File: config.mk
export PLATFORM = sky130hd
export DESIGN_NAME = pcdos_top
export DESIGN_NICKNAME = d
export VERILOG_FILES = /design/src/rtl/pcdos_pkg.sv /design/src/rtl/pcdos_fifo.sv /design/src/rtl/pcdos_top.sv
export SDC_FILE = /design/constraint.sdc
export NUM_CORES = 1
export LEC_CHECK = 0
export BUFFER_PORTS_ARGS = -buffer_cell sky130_fd_sc_hd__buf_2
export CAP_MARGIN = 15
export CORE_UTILIZATION = 55
export CTS_BUF_LIST = sky130_fd_sc_hd__clkbuf_4 sky130_fd_sc_hd__clkbuf_8
export CTS_CLUSTER_DIAMETER = 120
export DETAILED_ROUTE_END_ITERATION = 16
export PLACE_DENSITY = 0.76
export SETUP_SLACK_MARGIN = 0.02
export SLEW_MARGIN = 15
export SYNTH_ARGS = -nofsm -noshare
export SYNTH_HDL_FRONTEND = slang
export SYNTH_SLANG_ARGS = --single-unit
File: constraint.sdc
create_clock -name clock_i -period 8.6 [get_ports clock_i]
set_clock_uncertainty 0.15 [all_clocks]
set_input_delay 1.72 -clock clock_i [delete_from_list [all_inputs] [get_ports clock_i]]
set_output_delay 1.72 -clock clock_i [all_outputs]
set_load 0.01 [all_outputs]
File: src/rtl/pcdos_pkg.sv
// pcdos_pkg: constants shared by the digital offset select block and its fifo
// assumes: register index map on a 32-bit apb word grid, byte address = 4 * index
package pcdos_pkg;
   // ----------------------------------------------------------------
   // widths and sizes
   // ----------------------------------------------------------------
   localparam int SAMPLE_W = 16;
   localparam int OFF_W = 7;
   localparam int NUM_COLORS = 5;
   localparam int FIFO_DEPTH = 32;
   localparam int FIFO_CNT_W = 6;
   localparam int IDX_W = 8;
   localparam int READY_MARGIN = 3;
   // ----------------------------------------------------------------
   // register indices (byte address is four times these)
   // ----------------------------------------------------------------
   localparam logic [7:0] IDX_COLOR1 = 8'h0f;
   localparam logic [7:0] IDX_COLOR2 = 8'h10;
   localparam logic [7:0] IDX_COLOR3 = 8'h11;
   localparam logic [7:0] IDX_COLOR4 = 8'h12;
   localparam logic [7:0] IDX_COLOR5 = 8'h13;
   localparam logic [7:0] IDX_CTRL = 8'h20;
   localparam logic [7:0] IDX_STATUS = 8'h21;
   // ----------------------------------------------------------------
   // field positions and reset values
   // ----------------------------------------------------------------
   localparam logic [6:0] OFF_RESET = 7'h40;
   localparam logic [6:0] OFF_MIDSCALE = 7'h40;
   localparam logic CTRL_RESET_MODE = 1'b0;
   localparam int CTRL_MODE_BIT = 0;
   localparam int STAT_SAT_BIT = 0;
   localparam int STAT_CNT_LSB = 8;
   // ----------------------------------------------------------------
   // stream tags
   // ----------------------------------------------------------------
   localparam logic [1:0] CHAN_RED = 2'h0;
   localparam logic [1:0] CHAN_GREEN = 2'h1;
   localparam logic [1:0] CHAN_BLUE = 2'h2;
   localparam logic [2:0] LINE_C1 = 3'h0;
   localparam logic [2:0] LINE_C2 = 3'h1;
   localparam logic [2:0] LINE_C3 = 3'h2;
   localparam logic [2:0] LINE_C4 = 3'h3;
   localparam logic [2:0] LINE_C5 = 3'h4;
endpackage

File: src/rtl/pcdos_fifo.sv
// pcdos_fifo: flop-based synchronous fifo with valid/ready on both sides
// assumes: one clock, depth a power of two, async active-low reset
`timescale 1ns/1ps
`default_nettype none
module pcdos_fifo #(
   parameter int WIDTH = 16,
   parameter int DEPTH = 32,
   localparam int AW = $clog2(DEPTH)
) (
   // clock and reset
   input wire logic clock_i,
   input wire logic rstn_i,
   // fill side
   input wire logic [WIDTH-1:0] in_data_i,
   input wire logic in_valid_i,
   output logic in_ready_o,
   // drain side
   output logic [WIDTH-1:0] out_data_o,
   output logic out_valid_o,
   input wire logic out_ready_i,
   // fill level
   output logic [AW:0] count_o
);
   localparam logic [AW:0] FULL = (AW+1)'(DEPTH);
   logic [WIDTH-1:0] mem_r [DEPTH];
   logic [AW-1:0] wptr_r;
   logic [AW-1:0] rptr_r;
   logic [AW:0] count_r;
   logic push_w;
   logic pop_w;

   // honest flags straight from the level counter
   assign in_ready_o = (count_r != FULL);
   assign out_valid_o = (count_r != '0);
   assign out_data_o = mem_r[rptr_r];
   assign count_o = count_r;
   assign push_w = in_valid_i && in_ready_o;
   assign pop_w = out_valid_o && out_ready_i;

   // storage, written by index
   always_ff @(posedge clock_i)
   begin
      if (push_w)
      begin
         mem_r[wptr_r] <= in_data_i;
      end
   end

   // pointers and level
   always_ff @(posedge clock_i or negedge rstn_i)
   begin
      if (!rstn_i)
      begin
         wptr_r <= '0;
         rptr_r <= '0;
         count_r <= '0;
      end
      else
      begin
         if (push_w)
         begin
            wptr_r <= wptr_r + 1'b1;
         end
         if (pop_w)
         begin
            rptr_r <= rptr_r + 1'b1;
         end
         if (push_w && !pop_w)
         begin
            count_r <= count_r + 1'b1;
         end
         else if (pop_w && !push_w)
         begin
            count_r <= count_r - 1'b1;
         end
      end
   end
endmodule
`default_nettype wire

File: src/rtl/pcdos_top.sv
// pcdos_top: per-color digital offset select and apply on the adc sample stream
// assumes: samples, tags and line color come from logic on clock_i; apb on clock_i
`timescale 1ns/1ps
`default_nettype none
// Functional notes
// - per-line mode: second color lines use the second color offset register
// - per-line mode: third color lines use the third color offset register
// - fixed channel modes: red input uses the first color offset register
// - fixed modes: green uses second register, blue uses third register
// - every offset field is read as offset-binary code
// - offset registers are 8 bits, bit 7 unused, second resets to 0x40
// - a fourth color offset register of the same layout exists
// - per-line mode: first color lines use the first color offset register
// - per-line mode: fourth color lines use the fourth color offset register
// - per-line mode uses fifth register on fifth lines; fixed modes ignore it
module pcdos_top
   import pcdos_pkg::*;
(
   // clock and reset
   input wire logic clock_i,
   input wire logic rstn_i,
   // apb slave
   input wire logic psel_i,
   input wire logic penable_i,
   input wire logic pwrite_i,
   input wire logic [11:0] paddr_i,
   input wire logic [31:0] pwdata_i,
   input wire logic [3:0] pstrb_i,
   output logic [31:0] prdata_o,
   output logic pready_o,
   output logic pslverr_o,
   // adc sample stream in
   input wire logic [SAMPLE_W-1:0] sample_i,
   input wire logic sample_valid_i,
   input wire logic [1:0] sample_chan_i,
   input wire logic [2:0] line_color_i,
   output logic sample_ready_o,
   // corrected sample stream out
   output logic [SAMPLE_W-1:0] out_sample_o,
   output logic out_valid_o,
   input wire logic out_ready_i
);
   // ----------------------------------------------------------------
   // declarations
   // ----------------------------------------------------------------
   logic [OFF_W-1:0] color_off_r [NUM_COLORS];
   logic mode_r;
   logic sat_r;
   logic pready_r;
   logic pslverr_r;
   logic [31:0] prdata_r;
   logic [31:0] rd_val;
   logic [IDX_W-1:0] idx_w;
   logic aligned_w;
   logic mapped_w;
   logic setup_w;
   logic wr_w;
   logic sample_ready_r;
   logic acc_w;
   logic [OFF_W-1:0] sel_code;
   logic [SAMPLE_W+1:0] sum_w;
   logic [SAMPLE_W-1:0] corr_w;
   logic sat_w;
   logic s1_valid_r;
   logic [SAMPLE_W-1:0] s1_data_r;
   logic fifo_in_ready;
   logic fifo_out_valid;
   logic fifo_out_ready;
   logic [SAMPLE_W-1:0] fifo_out_data;
   logic [FIFO_CNT_W-1:0] fifo_count;
   logic out_valid_r;
   logic [SAMPLE_W-1:0] out_sample_r;
   genvar gi;

   // ----------------------------------------------------------------
   // apb decode
   // ----------------------------------------------------------------
   // word index; upper and lower address bits must be clear to hit
   assign idx_w = paddr_i[9:2];
   assign aligned_w = (paddr_i[1:0] == 2'h0) && (paddr_i[11:10] == 2'h0);
   assign setup_w = psel_i && !penable_i;
   assign wr_w = psel_i && penable_i && pready_r && pwrite_i && aligned_w;

   // read mux; unused bits above the field read as zero
   always_comb
   begin
      rd_val = 32'h0000_0000;
      mapped_w = 1'b0;
      for (int i = 0; i < NUM_COLORS; i++)
      begin
         if (idx_w == IDX_COLOR1 + IDX_W'(i))
         begin
            rd_val = {{(32-OFF_W){1'b0}}, color_off_r[i]};
            mapped_w = 1'b1;
         end
      end
      if (idx_w == IDX_CTRL)
      begin
         rd_val[CTRL_MODE_BIT] = mode_r;
         mapped_w = 1'b1;
      end
      if (idx_w == IDX_STATUS)
      begin
         rd_val[STAT_SAT_BIT] = sat_r;
         rd_val[STAT_CNT_LSB +: FIFO_CNT_W] = fifo_count;
         mapped_w = 1'b1;
      end
      mapped_w = mapped_w && aligned_w;
   end

   // answer registered from the setup cycle: access phase is always one cycle
   always_ff @(posedge clock_i or negedge rstn_i)
   begin
      if (!rstn_i)
      begin
         pready_r <= 1'b0;
         pslverr_r <= 1'b0;
         prdata_r <= 32'h0000_0000;
      end
      else
      begin
         pready_r <= setup_w;
         pslverr_r <= setup_w && !mapped_w;
         prdata_r <= (setup_w && !pwrite_i && mapped_w) ? rd_val : 32'h0000_0000;
      end
   end

   // ----------------------------------------------------------------
   // registers
   // ----------------------------------------------------------------
   // one offset register per color, low byte lane only, bit 7 not stored
   generate
      for (gi = 0; gi < NUM_COLORS; gi++)
      begin : g_color
         always_ff @(posedge clock_i or negedge rstn_i)
         begin
            if (!rstn_i)
            begin
               color_off_r[gi] <= OFF_RESET;
            end
            else if (wr_w && pstrb_i[0] && (idx_w == IDX_COLOR1 + IDX_W'(gi)))
            begin
               color_off_r[gi] <= pwdata_i[OFF_W-1:0];
            end
         end
      end
   endgenerate

   // mode control: 1 selects per-line colors, 0 the fixed three-channel modes
   always_ff @(posedge clock_i or negedge rstn_i)
   begin
      if (!rstn_i)
      begin
         mode_r <= CTRL_RESET_MODE;
      end
      else if (wr_w && pstrb_i[0] && (idx_w == IDX_CTRL))
      begin
         mode_r <= pwdata_i[CTRL_MODE_BIT];
      end
   end

   // sticky saturation flag, write one to clear; a new hit beats the clear
   always_ff @(posedge clock_i or negedge rstn_i)
   begin
      if (!rstn_i)
      begin
         sat_r <= 1'b0;
      end
      else if (acc_w && sat_w)
      begin
         sat_r <= 1'b1;
      end
      else if (wr_w && pstrb_i[0] && (idx_w == IDX_STATUS) && pwdata_i[STAT_SAT_BIT])
      begin
         sat_r <= 1'b0;
      end
   end

   // ----------------------------------------------------------------
   // offset select and apply
   // ----------------------------------------------------------------
   assign acc_w = sample_valid_i && sample_ready_r;

   // register choice; an unknown tag or line gets midscale, i.e. no correction
   always_comb
   begin
      sel_code = OFF_MIDSCALE;
      if (mode_r)
      begin
         case (line_color_i)
            LINE_C1: sel_code = color_off_r[0];
            LINE_C2: sel_code = color_off_r[1];
            LINE_C3: sel_code = color_off_r[2];
            LINE_C4: sel_code = color_off_r[3];
            LINE_C5: sel_code = color_off_r[4];
            default: sel_code = OFF_MIDSCALE;
         endcase
      end
      else
      begin
         // fifth register has no channel here, so it never takes effect
         case (sample_chan_i)
            CHAN_RED: sel_code = color_off_r[0];
            CHAN_GREEN: sel_code = color_off_r[1];
            CHAN_BLUE: sel_code = color_off_r[2];
            default: sel_code = OFF_MIDSCALE;
         endcase
      end
   end

   // offset-binary: subtract midscale, add, clamp into the unsigned word
   always_comb
   begin
      sum_w = {2'b00, sample_i} + (SAMPLE_W+2)'(sel_code)
         - (SAMPLE_W+2)'(OFF_MIDSCALE);
      sat_w = 1'b0;
      corr_w = sum_w[SAMPLE_W-1:0];
      if (sum_w[SAMPLE_W+1])
      begin
         corr_w = '0;
         sat_w = 1'b1;
      end
      else if (sum_w[SAMPLE_W])
      begin
         corr_w = '1;
         sat_w = 1'b1;
      end
   end

   // result stage; the ready margin keeps it from ever meeting a full fifo
   always_ff @(posedge clock_i or negedge rstn_i)
   begin
      if (!rstn_i)
      begin
         s1_valid_r <= 1'b0;
         s1_data_r <= '0;
      end
      else if (acc_w)
      begin
         s1_valid_r <= 1'b1;
         s1_data_r <= corr_w;
      end
      else if (fifo_in_ready)
      begin
         s1_valid_r <= 1'b0;
      end
   end

   // registered ready, so back-pressure lags by a cycle; margin covers it
   always_ff @(posedge clock_i or negedge rstn_i)
   begin
      if (!rstn_i)
      begin
         sample_ready_r <= 1'b0;
      end
      else
      begin
         sample_ready_r <= (fifo_count <= FIFO_CNT_W'(FIFO_DEPTH - READY_MARGIN));
      end
   end

   // ----------------------------------------------------------------
   // buffering and output stage
   // ----------------------------------------------------------------
   pcdos_fifo #(
      .WIDTH(SAMPLE_W),
      .DEPTH(FIFO_DEPTH)
   ) u_fifo (
      .clock_i(clock_i),
      .rstn_i(rstn_i),
      .in_data_i(s1_data_r),
      .in_valid_i(s1_valid_r),
      .in_ready_o(fifo_in_ready),
      .out_data_o(fifo_out_data),
      .out_valid_o(fifo_out_valid),
      .out_ready_i(fifo_out_ready),
      .count_o(fifo_count)
   );

   assign fifo_out_ready = !out_valid_r || out_ready_i;

   // output register, refilled whenever it empties or is taken
   always_ff @(posedge clock_i or negedge rstn_i)
   begin
      if (!rstn_i)
      begin
         out_valid_r <= 1'b0;
         out_sample_r <= '0;
      end
      else if (fifo_out_ready)
      begin
         out_valid_r <= fifo_out_valid;
         if (fifo_out_valid)
         begin
            out_sample_r <= fifo_out_data;
         end
      end
   end

   assign prdata_o = prdata_r;
   assign pready_o = pready_r;
   assign pslverr_o = pslverr_r;
   assign sample_ready_o = sample_ready_r;
   assign out_sample_o = out_sample_r;
   assign out_valid_o = out_valid_r;

   // ----------------------------------------------------------------
   // checks
   // ----------------------------------------------------------------
   // independent integer reference for the corrected value
   function automatic logic [SAMPLE_W-1:0] ref_apply(logic [SAMPLE_W-1:0] s,
      logic [OFF_W-1:0] c);
      int v;
      v = int'(s) + int'(c) - int'(OFF_MIDSCALE);
      if (v < 0)
      begin
         v = 0;
      end
      if (v > (1 << SAMPLE_W) - 1)
      begin
         v = (1 << SAMPLE_W) - 1;
      end
      return SAMPLE_W'(v);
   endfunction
endmodule
`default_nettype wire

* Yosys cells after proc, flatten, opt, wreduce, memory -nomap -nowiden
Memory sizes are Yosys's and may differ from the RTL's. A register that Yosys moved wholly into a read port is not among the register bits. Index checks and enable logic that the tools add are counted.
Storage, ports and cells: output and inout port bits 52, RAM bits 512, bits in latches 0, flip-flop bits (word level) 106, memories kept 1, ROM bits 0
Memories:
- u_fifo.mem_r | depth 32, width 16, rd ports 1, clocked after Yosys merged registers in 1, wr ports 1, line pcdos_fifo.sv:25 | logic [WIDTH-1:0] mem_r [DEPTH];
Cells by class: mux-type cells 31, $lt $le $gt $ge 1, add/sub/neg operators 6, reduce and logical (&&, ||, !) cells 42, $mul 0, divide/modulo/power cells 0, shift operators 0, bitwise logic cells 0, equal/unequal tests 14
Operators with widths (number):
- two-way mux 7 bit | 6
- case mux 7 bit (5 select lines) | 1
- equality test 8 x 5 -> 1 bit (second input constant) | 4
- two-way mux 16 bit | 2
- two-way mux 32 bit | 1
- logical AND 1 bit | 25
- case mux 7 bit (3 select lines) | 1
- two-way mux 6 bit | 3
- subtractor 17 x 7 -> 18 bit (second input constant) | 1
- adder 16 x 7 -> 17 bit | 1
- two-way mux 1 bit | 17
- equality test 8 x 6 -> 1 bit (second input constant) | 2
- adder 5 x 1 -> 5 bit (second input constant) | 2
- equality test 8 x 4 -> 1 bit (second input constant) | 1
- zero test 1 bit | 7
- adder 6 x 1 -> 6 bit (second input constant) | 1
- equality test 3 x 2 -> 1 bit (second input constant) | 2
- <= comparator 6 x 5 -> 1 bit (second input constant) | 1
- zero test 2 bit | 3
- != test 6 bit (second input constant) | 1
- nonzero test 2 bit | 3
- nonzero test 6 bit | 1
- subtractor 6 x 1 -> 6 bit (second input constant) | 1
- equality test 3 x 1 -> 1 bit (second input constant) | 1
- other kinds (6) | 6

* Longest topological paths before layout
Gate-level depths: netlist of run 1.
word-level depth 11, depth in mapped cells 16, gate-level depth less buffers 14

* Hierarchy
Synthesis of run 1 repeated with hierarchy kept, for this count alone.
Unflattened totals: cells, all modules 1455, area total of the unflattened synthesis 25647.1 um^2
By module, submodules not included:
- pcdos_fifo | area each 20515.9 um^2, cells each 977, instances 1
- pcdos_top | area each 5131.2 um^2, cells each 478, instances 1

* Worst setup path after synthesis of run 1
Ideal clock, no wire load.
path kind input to register, from input port line_color_i[0], to register s1_data_r[10], required time 8326 ps, arrival time 5071 ps, buffers on the path 2, stages on the path 16, path slack 3255 ps, cell sequence clkbuf_1 mux2i_1 nor2_1 a21oi_1 o221ai_1 o21a_1 ha_1 ha_1 fa_1 a211oi_1 o21ai_0 a221oi_2 a31oi_1 nand3_1 buf_2 o21ai_1
On the way: word-level cells in the longest chain between the ends 7, elaborated cells between the ends (all ways) 11, classes of those cells add/sub (2); eq/ne (4); mux (4); reduce/logical (1)
RTL lines:
- start: declaration | line pcdos_top.sv:36 | input wire logic [2:0] line_color_i,
- equality test 3 bit (tied with other cells) | line pcdos_top.sv:190 | case (line_color_i)
- case mux 7 bit (5 select lines) (*) | line pcdos_top.sv:190
- two-way mux 7 bit (*) | line pcdos_top.sv:188 | if (mode_r)
- adder 16 x 7 -> 17 bit (*) | line pcdos_top.sv:214 | sum_w = {2'b00, sample_i} + (SAMPLE_W+2)'(sel_code)
- subtractor 17 x 7 -> 18 bit (*) | line pcdos_top.sv:215 | - (SAMPLE_W+2)'(OFF_MIDSCALE);
- two-way mux 16 bit | line pcdos_top.sv:223 | else if (sum_w[SAMPLE_W])
- two-way mux 16 bit (*) | line pcdos_top.sv:218 | if (sum_w[SAMPLE_W+1])
- end signal: assignment | line pcdos_top.sv:241 | s1_data_r <= corr_w;
- end: declaration | line pcdos_top.sv:65 | logic [SAMPLE_W-1:0] s1_data_r;
Every way passes the cells marked *; elsewhere a longest branch is shown, timed or not. A chain may end at the register's enable or synchronous reset.

* Worst setup path after layout of run 1
from input port line_color_i[0], to register s1_data_r[15]
The elaborated chain is that of the path after synthesis.

==> results_dict.tcl, run 1 <==
set metrics [dict create \
    status "complete, no violations" \
    grt.total_usage 0.238 \
    final_common_cell "edfxtp_1" \
    slew_headroom 0.206 \
    cts.clk_slew.worst_paths_ps 60 \
    dieHeight_microns 218 \
    fin_ws_ps 3170 \
    drive_above_1_share 0.284 \
    ant_nets 0 \
    hold_buffers 0 \
    r2r_slack_ps 4340 \
    synth_flop_cell "edfxtp_1" \
    crit_buf_inv 1 \
    hold_viol_final 0 \
    timing.rr.end "s1_data_r[15]" \
    wl_microns 54600 \
    die_w_microns 218 \
    cts_tree "built" \
    path_class "in -> reg" \
    rows 78 \
    maxCapViolations 0 \
    numCtsBuffers 96 \
    slowest_delay_ps 490 \
    dp.cells 2091 \
    hp-class "reg -> reg" \
    cts-htree-levels 3 \
    required_ps 8950 \
    powerDensity_nw_per_um2 309 \
    clockBufferDepth 3 \
    io_pins 128 \
    endpoint "s1_data_r[15]" \
    synth_edf_count 512 \
    grt_pass1_vias 13800 \
    post_dp_cell_area_sq_um 26700 \
    drcViolationCount 0 \
    syn_area_sq_um 25700 \
    synth-async-reset-ratio 0.167 \
    cp_top_family "compound AO/OA/AOI/OAI gates" \
    drv_slew 0 \
    yosysSeqAreaShare 0.699 \
    post_drt_wl_per_cell_microns 24.1 \
    final_cell_mix "512 x edfxtp_1, 144 x mux4_2, 100 x clkbuf_8" \
    rsz0062_at_grt "no" \
    clock_latency_ps 680 \
    startpoint_type "input port" \
    drt_first_pass_iters 5 \
    cts_root_buffer "clkbuf_8" \
    grt_max_degree 61 \
    syn_area_per_cell_sq_um 17.9 \
    r2r-start "mode_r" \
    grt_antenna_before_repair 1 \
    max_freq_mhz 184 \
    place_ws_ps 2560 \
    cts_setup_buffers 0 \
    ir_drop_mv 0.167 \
    clock-sinks 615 \
    setup_tns_ps 0 \
    fin_crit_sh 0.632 \
    yosys_warnings 0 \
    area_growth_pct 11.7 \
    worst_slew_pin_slew_ps 1190 \
    crit_fanout 16 \
    final_area_sq_um 28700 \
    die_area_sq_um 47600 \
    post-dp-hpwl_microns 33400 \
    critPathLaunch "line_color_i[0]" \
    path_depth 14 \
    overflow 0 \
    vias 13800 \
    syn_inst 1434 \
    fin_nets 1701 \
    yosysUniqueCellTypes 72 \
    finalCriticalPeriod_ps 5430 \
    path_cells "buf_2, nor2b_1, a22oi_1, o221ai_1, o21a_1, ha_1, ha_1, fa_1, a211oi_1, o21ai_0, a221oi_2, a31oi_1, nand3_1, o21ai_0" \
    finalNonFillerCells 2270 \
    avgViaCountPerCell 6.06 \
    drtIter0Drc 1723 \
    rr_worst_depth 11 \
    gp_congestion 0.851 \
    core_area_sq_um 45800 \
    initial_core_util 0.561 \
    crit_path_end_kind "flop" \
    worstPathArrival_ps 5790 \
    finalSetupViolCount 0 \
    ctsResizeCount 0 \
    numPortBuffers 80 \
    grt_pass1_wl_microns 82600 \
    cpMaxStageDelayCell "fa_1" \
    ys_ff_latch 615 \
    p_leak_nw 10.2 \
]
## metal layers
metal  GRT usage  share of wire
met3      0.0434          0.083
met1       0.337           0.41
met2       0.373           0.49
met4      0.0846          0.025
met5           0              0
## final cells by class
class	count	area, sq um
antenna	1	2.50
clock buffer	129	1590
clock inverter	49	345
fill	3143	17100
inverter	27	101
multi-input combinational	727	7200
sequential	615	18000
tap	600	751
timing repair buffer	122	718
## power breakdown
group,total (W),internal [W],switching (W)
Combinational,0.00206,0.000995,0.00106
Sequential,0.00438,0.00379,0.000588
Clock,0.00244,0.00133,0.00111
Total,0.00888,0.00612,0.00276
## cell families after synthesis
group	Yosys count	synth area share
AO/OA/AOI/OAI	192	0.0470
XOR/XNOR	20	0.00682
adder cells (fa/ha/maj)	36	0.0181
buffers and inverters	110	0.0233
flip-flops	615	0.699
multiplexers	234	0.163
other	1	0.000146
AND/OR/NAND/NOR	226	0.0422
## how the worst min path moves through the flow
stage / from / end / slack (ps) / cells past startpoint
finish: out_sample_o[8] / out_sample_o[8] / 320 / 2
global route: out_sample_o[12] / out_sample_o[12] / 370 / 2
CTS: out_sample_o[8] / out_sample_o[8] / 330 / 2
detailed placement: out_sample_o[8] / out_sample_o[8] / 320 / 2
global placement: out_sample_o[6] / out_sample_o[6] / 310 / 2
floorplan: sat_r / sat_r / 300 / 2
## flip-flops by register name, indices dropped and copies added, names as in the netlist
register,cells
pready_o,1
sample_ready_o,1
out_sample_o,16
prdata_o,13
s1_valid_r,1
out_valid_o,1
color_off_r,35
u_fifo.mem_r,512
sat_r,1
u_fifo.rptr_r,5
mode_r,1
u_fifo.wptr_r,5
s1_data_r,16
pslverr_o,1
u_fifo.count_o,6
## synth_stat cells, types with 19 or more instances
| library cell | number | area share |
|---|---|---|
| nor2_1 | 63 | 0.0092 |
| nand2_1 | 73 | 0.011 |
| mux2i_1 | 47 | 0.018 |
| ha_1 | 34 | 0.017 |
| a21oi_1 | 47 | 0.0092 |
| o21ai_1 | 30 | 0.0058 |
| dfrtp_1 | 98 | 0.095 |
| mux4_2 | 144 | 0.13 |
| buf_2 | 21 | 0.0041 |
| inv_1 | 26 | 0.0038 |
| o21ai_0 | 27 | 0.0053 |
| nor3_1 | 23 | 0.0045 |
| a22oi_1 | 19 | 0.0056 |
| clkbuf_1 | 27 | 0.0039 |
| buf_4 | 25 | 0.0073 |
| edfxtp_1 | 512 | 0.60 |
| mux2_2 | 29 | 0.013 |
## per-stage QoR
| stage | utilization | power, W | hold WS [ps] |
|---|---|---|---|
| global placement | 0.584 | 0.00643 | 312 |
| finish | 0.627 | 0.00888 | 325 |
| detailed placement | 0.584 | 0.00652 | 321 |
| global route | 0.627 | 0.00927 | 369 |
| CTS | 0.627 | 0.00895 | 333 |
| floorplan | - | 0.00574 | 299 |
## worst reg2reg max path, cell delays in order, from the launching register on
cell	delay [ps]
dfrtp_1	690
o221ai_1	240
o21a_1	190
ha_1	290
ha_1	230
fa_1	490
a211oi_1	380
o21ai_0	210
a221oi_2	430
a31oi_1	170
nand3_1	410
o21ai_0	190
Note: power is estimated with default switching activity, not from simulation.
==> run 2: changes to the inputs <==
Clock period 8.6 ns to 5.55 ns, I/O delays scaled along.
==> results_dict.tcl, run 2 (synthesized netlist as in run 1, its figures left out) <==
set metrics [dict create \
    startpoint_type "input port" \
    post_drt_wl_per_cell_microns 24.5 \
    switchingPower_w 0.00421 \
    crit_path_end_kind "flop" \
    crit_buf_inv 1 \
    cts-htree-levels 3 \
    hold_buffers 0 \
    finalNonFillerCells 2275 \
    path_class "in -> reg" \
    cp_top_family "compound AO/OA/AOI/OAI gates" \
    fin_nets 1705 \
    drv_slew 0 \
    path_cells "buf_2, nor2b_1, a22oi_1, o221ai_1, o21a_1, ha_1, ha_1, fa_1, a211oi_1, o21ai_0, a221oi_2, a31oi_1, nand3_1, o21ai_0" \
    cts_setup_buffers 0 \
    fin_ws_ps 898 \
    die_area_sq_um 47600 \
    grt_max_degree 70 \
    hold_viol_final 0 \
    drtIter0Drc 1224 \
    vias 13700 \
    slew_headroom 0.207 \
    ant_nets 0 \
    cts.clk_slew.worst_paths_ps 60 \
    p_leak_nw 10.2 \
    gp_congestion 0.861 \
    numPortBuffers 80 \
    dieHeight_microns 218 \
    worst_slew_pin_slew_ps 1190 \
    final_cell_mix "512 x edfxtp_1, 144 x mux4_2, 102 x clkbuf_8" \
    largest_reg_flops 512 \
    hp-class "reg -> reg" \
    finalCriticalPeriod_ps 4650 \
    numCtsBuffers 94 \
    num_antenna_cells 0 \
    crit_fanout 16 \
    n_fill_cell 3128 \
    final_common_cell "edfxtp_1" \
    swShare 0.307 \
    required_ps 5920 \
    cts_root_buffer "clkbuf_8" \
    initial_core_util 0.561 \
    holdWs_ps 329 \
    drive_above_1_share 0.291 \
    core_area_sq_um 45800 \
    grt_pass1_vias 14000 \
    ir_drop_mv 0.332 \
    wl_microns 55800 \
    clkPwrFrac 0.275 \
    drcViolationCount 0 \
    powerDensity_nw_per_um2 477 \
    grt.total_usage 0.242 \
    drt_first_pass_iters 5 \
    max_freq_mhz 215 \
    dp.cells 2097 \
    power_frac_seq 0.499 \
    top_register "u_fifo.mem_r" \
    total_power_w 0.0137 \
    cpMaxStageDelayCell "fa_1" \
    cts_tree "built" \
    overflow 0 \
    ctsResizeCount 0 \
    p_int_w 0.00951 \
    place_ws_ps 265 \
    grt_pass1_wl_microns 84400 \
    avgViaCountPerCell 6.03 \
    area_growth_pct 11.9 \
    rsz0062_at_grt "no" \
    top_regs "u_fifo.mem_r (512), color_off_r (35)" \
    io_pins 128 \
    die_w_microns 218 \
    finalSetupViolCount 0 \
    rows 78 \
    clock_latency_ps 690 \
    clockBufferDepth 3 \
    clock-sinks 615 \
    fin_crit_sh 0.838 \
    grt_antenna_before_repair 1 \
    worstPathArrival_ps 5020 \
    maxCapViolations 0 \
    slowest_delay_ps 480 \
    p_comb_frac 0.227 \
    post-dp-hpwl_microns 34900 \
    setup_tns_ps 0 \
    status "complete, no violations" \
]
[run 2: path summary, 6_finish.rpt]
path	slack, ps	from	to	cells past startpoint
max in group asynchronous	3700	rstn_i	u_fifo.rptr_r[0]	2
worst max-delay path	900	line_color_i[0]	s1_data_r[3]	14
worst max register to register	1390	mode_r	s1_data_r[3]	11
worst min-delay path	330	out_sample_o[1]	out_sample_o[1]	2
min in group asynchronous	400	rstn_i	pslverr_o	1
worst min register to register	330	out_sample_o[1]	out_sample_o[1]	2
[run 2: stage by stage]
step           utilization  instance area [sq um]
3_5_place_dp         0.586                  26800
3_3_place_gp         0.586                  26800
6_report             0.628                  28800
4_1_cts              0.628                  28800
5_1_grt              0.628                  28800
2_1_floorplan            -                  25800
[run 2: area by class of cell]
type	instances	area, sq um	share of cell area
repair buffers	128	788	0.0274
clock buffers	148	1750	0.0608
well taps	600	751	0.0261
flip-flops and latches	615	18000	0.625
inverters	27	101	0.00352
clock inverters	30	190	0.00661
multi-input cells	727	7200	0.250
[run 2: power groups by stage]
stage          logic [W]  registers [W]  clock network (W)
3_3_place_gp     0.00306        0.00685                  0
2_1_floorplan    0.00255        0.00635                  0
4_1_cts          0.00313        0.00684            0.00383
3_5_place_dp     0.00313        0.00694                  0
6_report         0.00311        0.00684            0.00377
5_1_grt          0.00336        0.00693            0.00402
[run 2: per-layer routing]
metal,part of all wire,vias up,track usage
met5,0.00023,-,0
met4,0.031,2,0.0984
met3,0.078,106,0.0486
met2,0.49,561,0.386
met1,0.40,7005,0.330
li1,-,6035,-
[run 2: worst reg2reg max path, delay by kind of cell (launching register included)]
kind,cells,cell delay [ps]
simple gates,1,420
flops,1,670
compound gates,7,1770
fa+ha+maj,3,1000
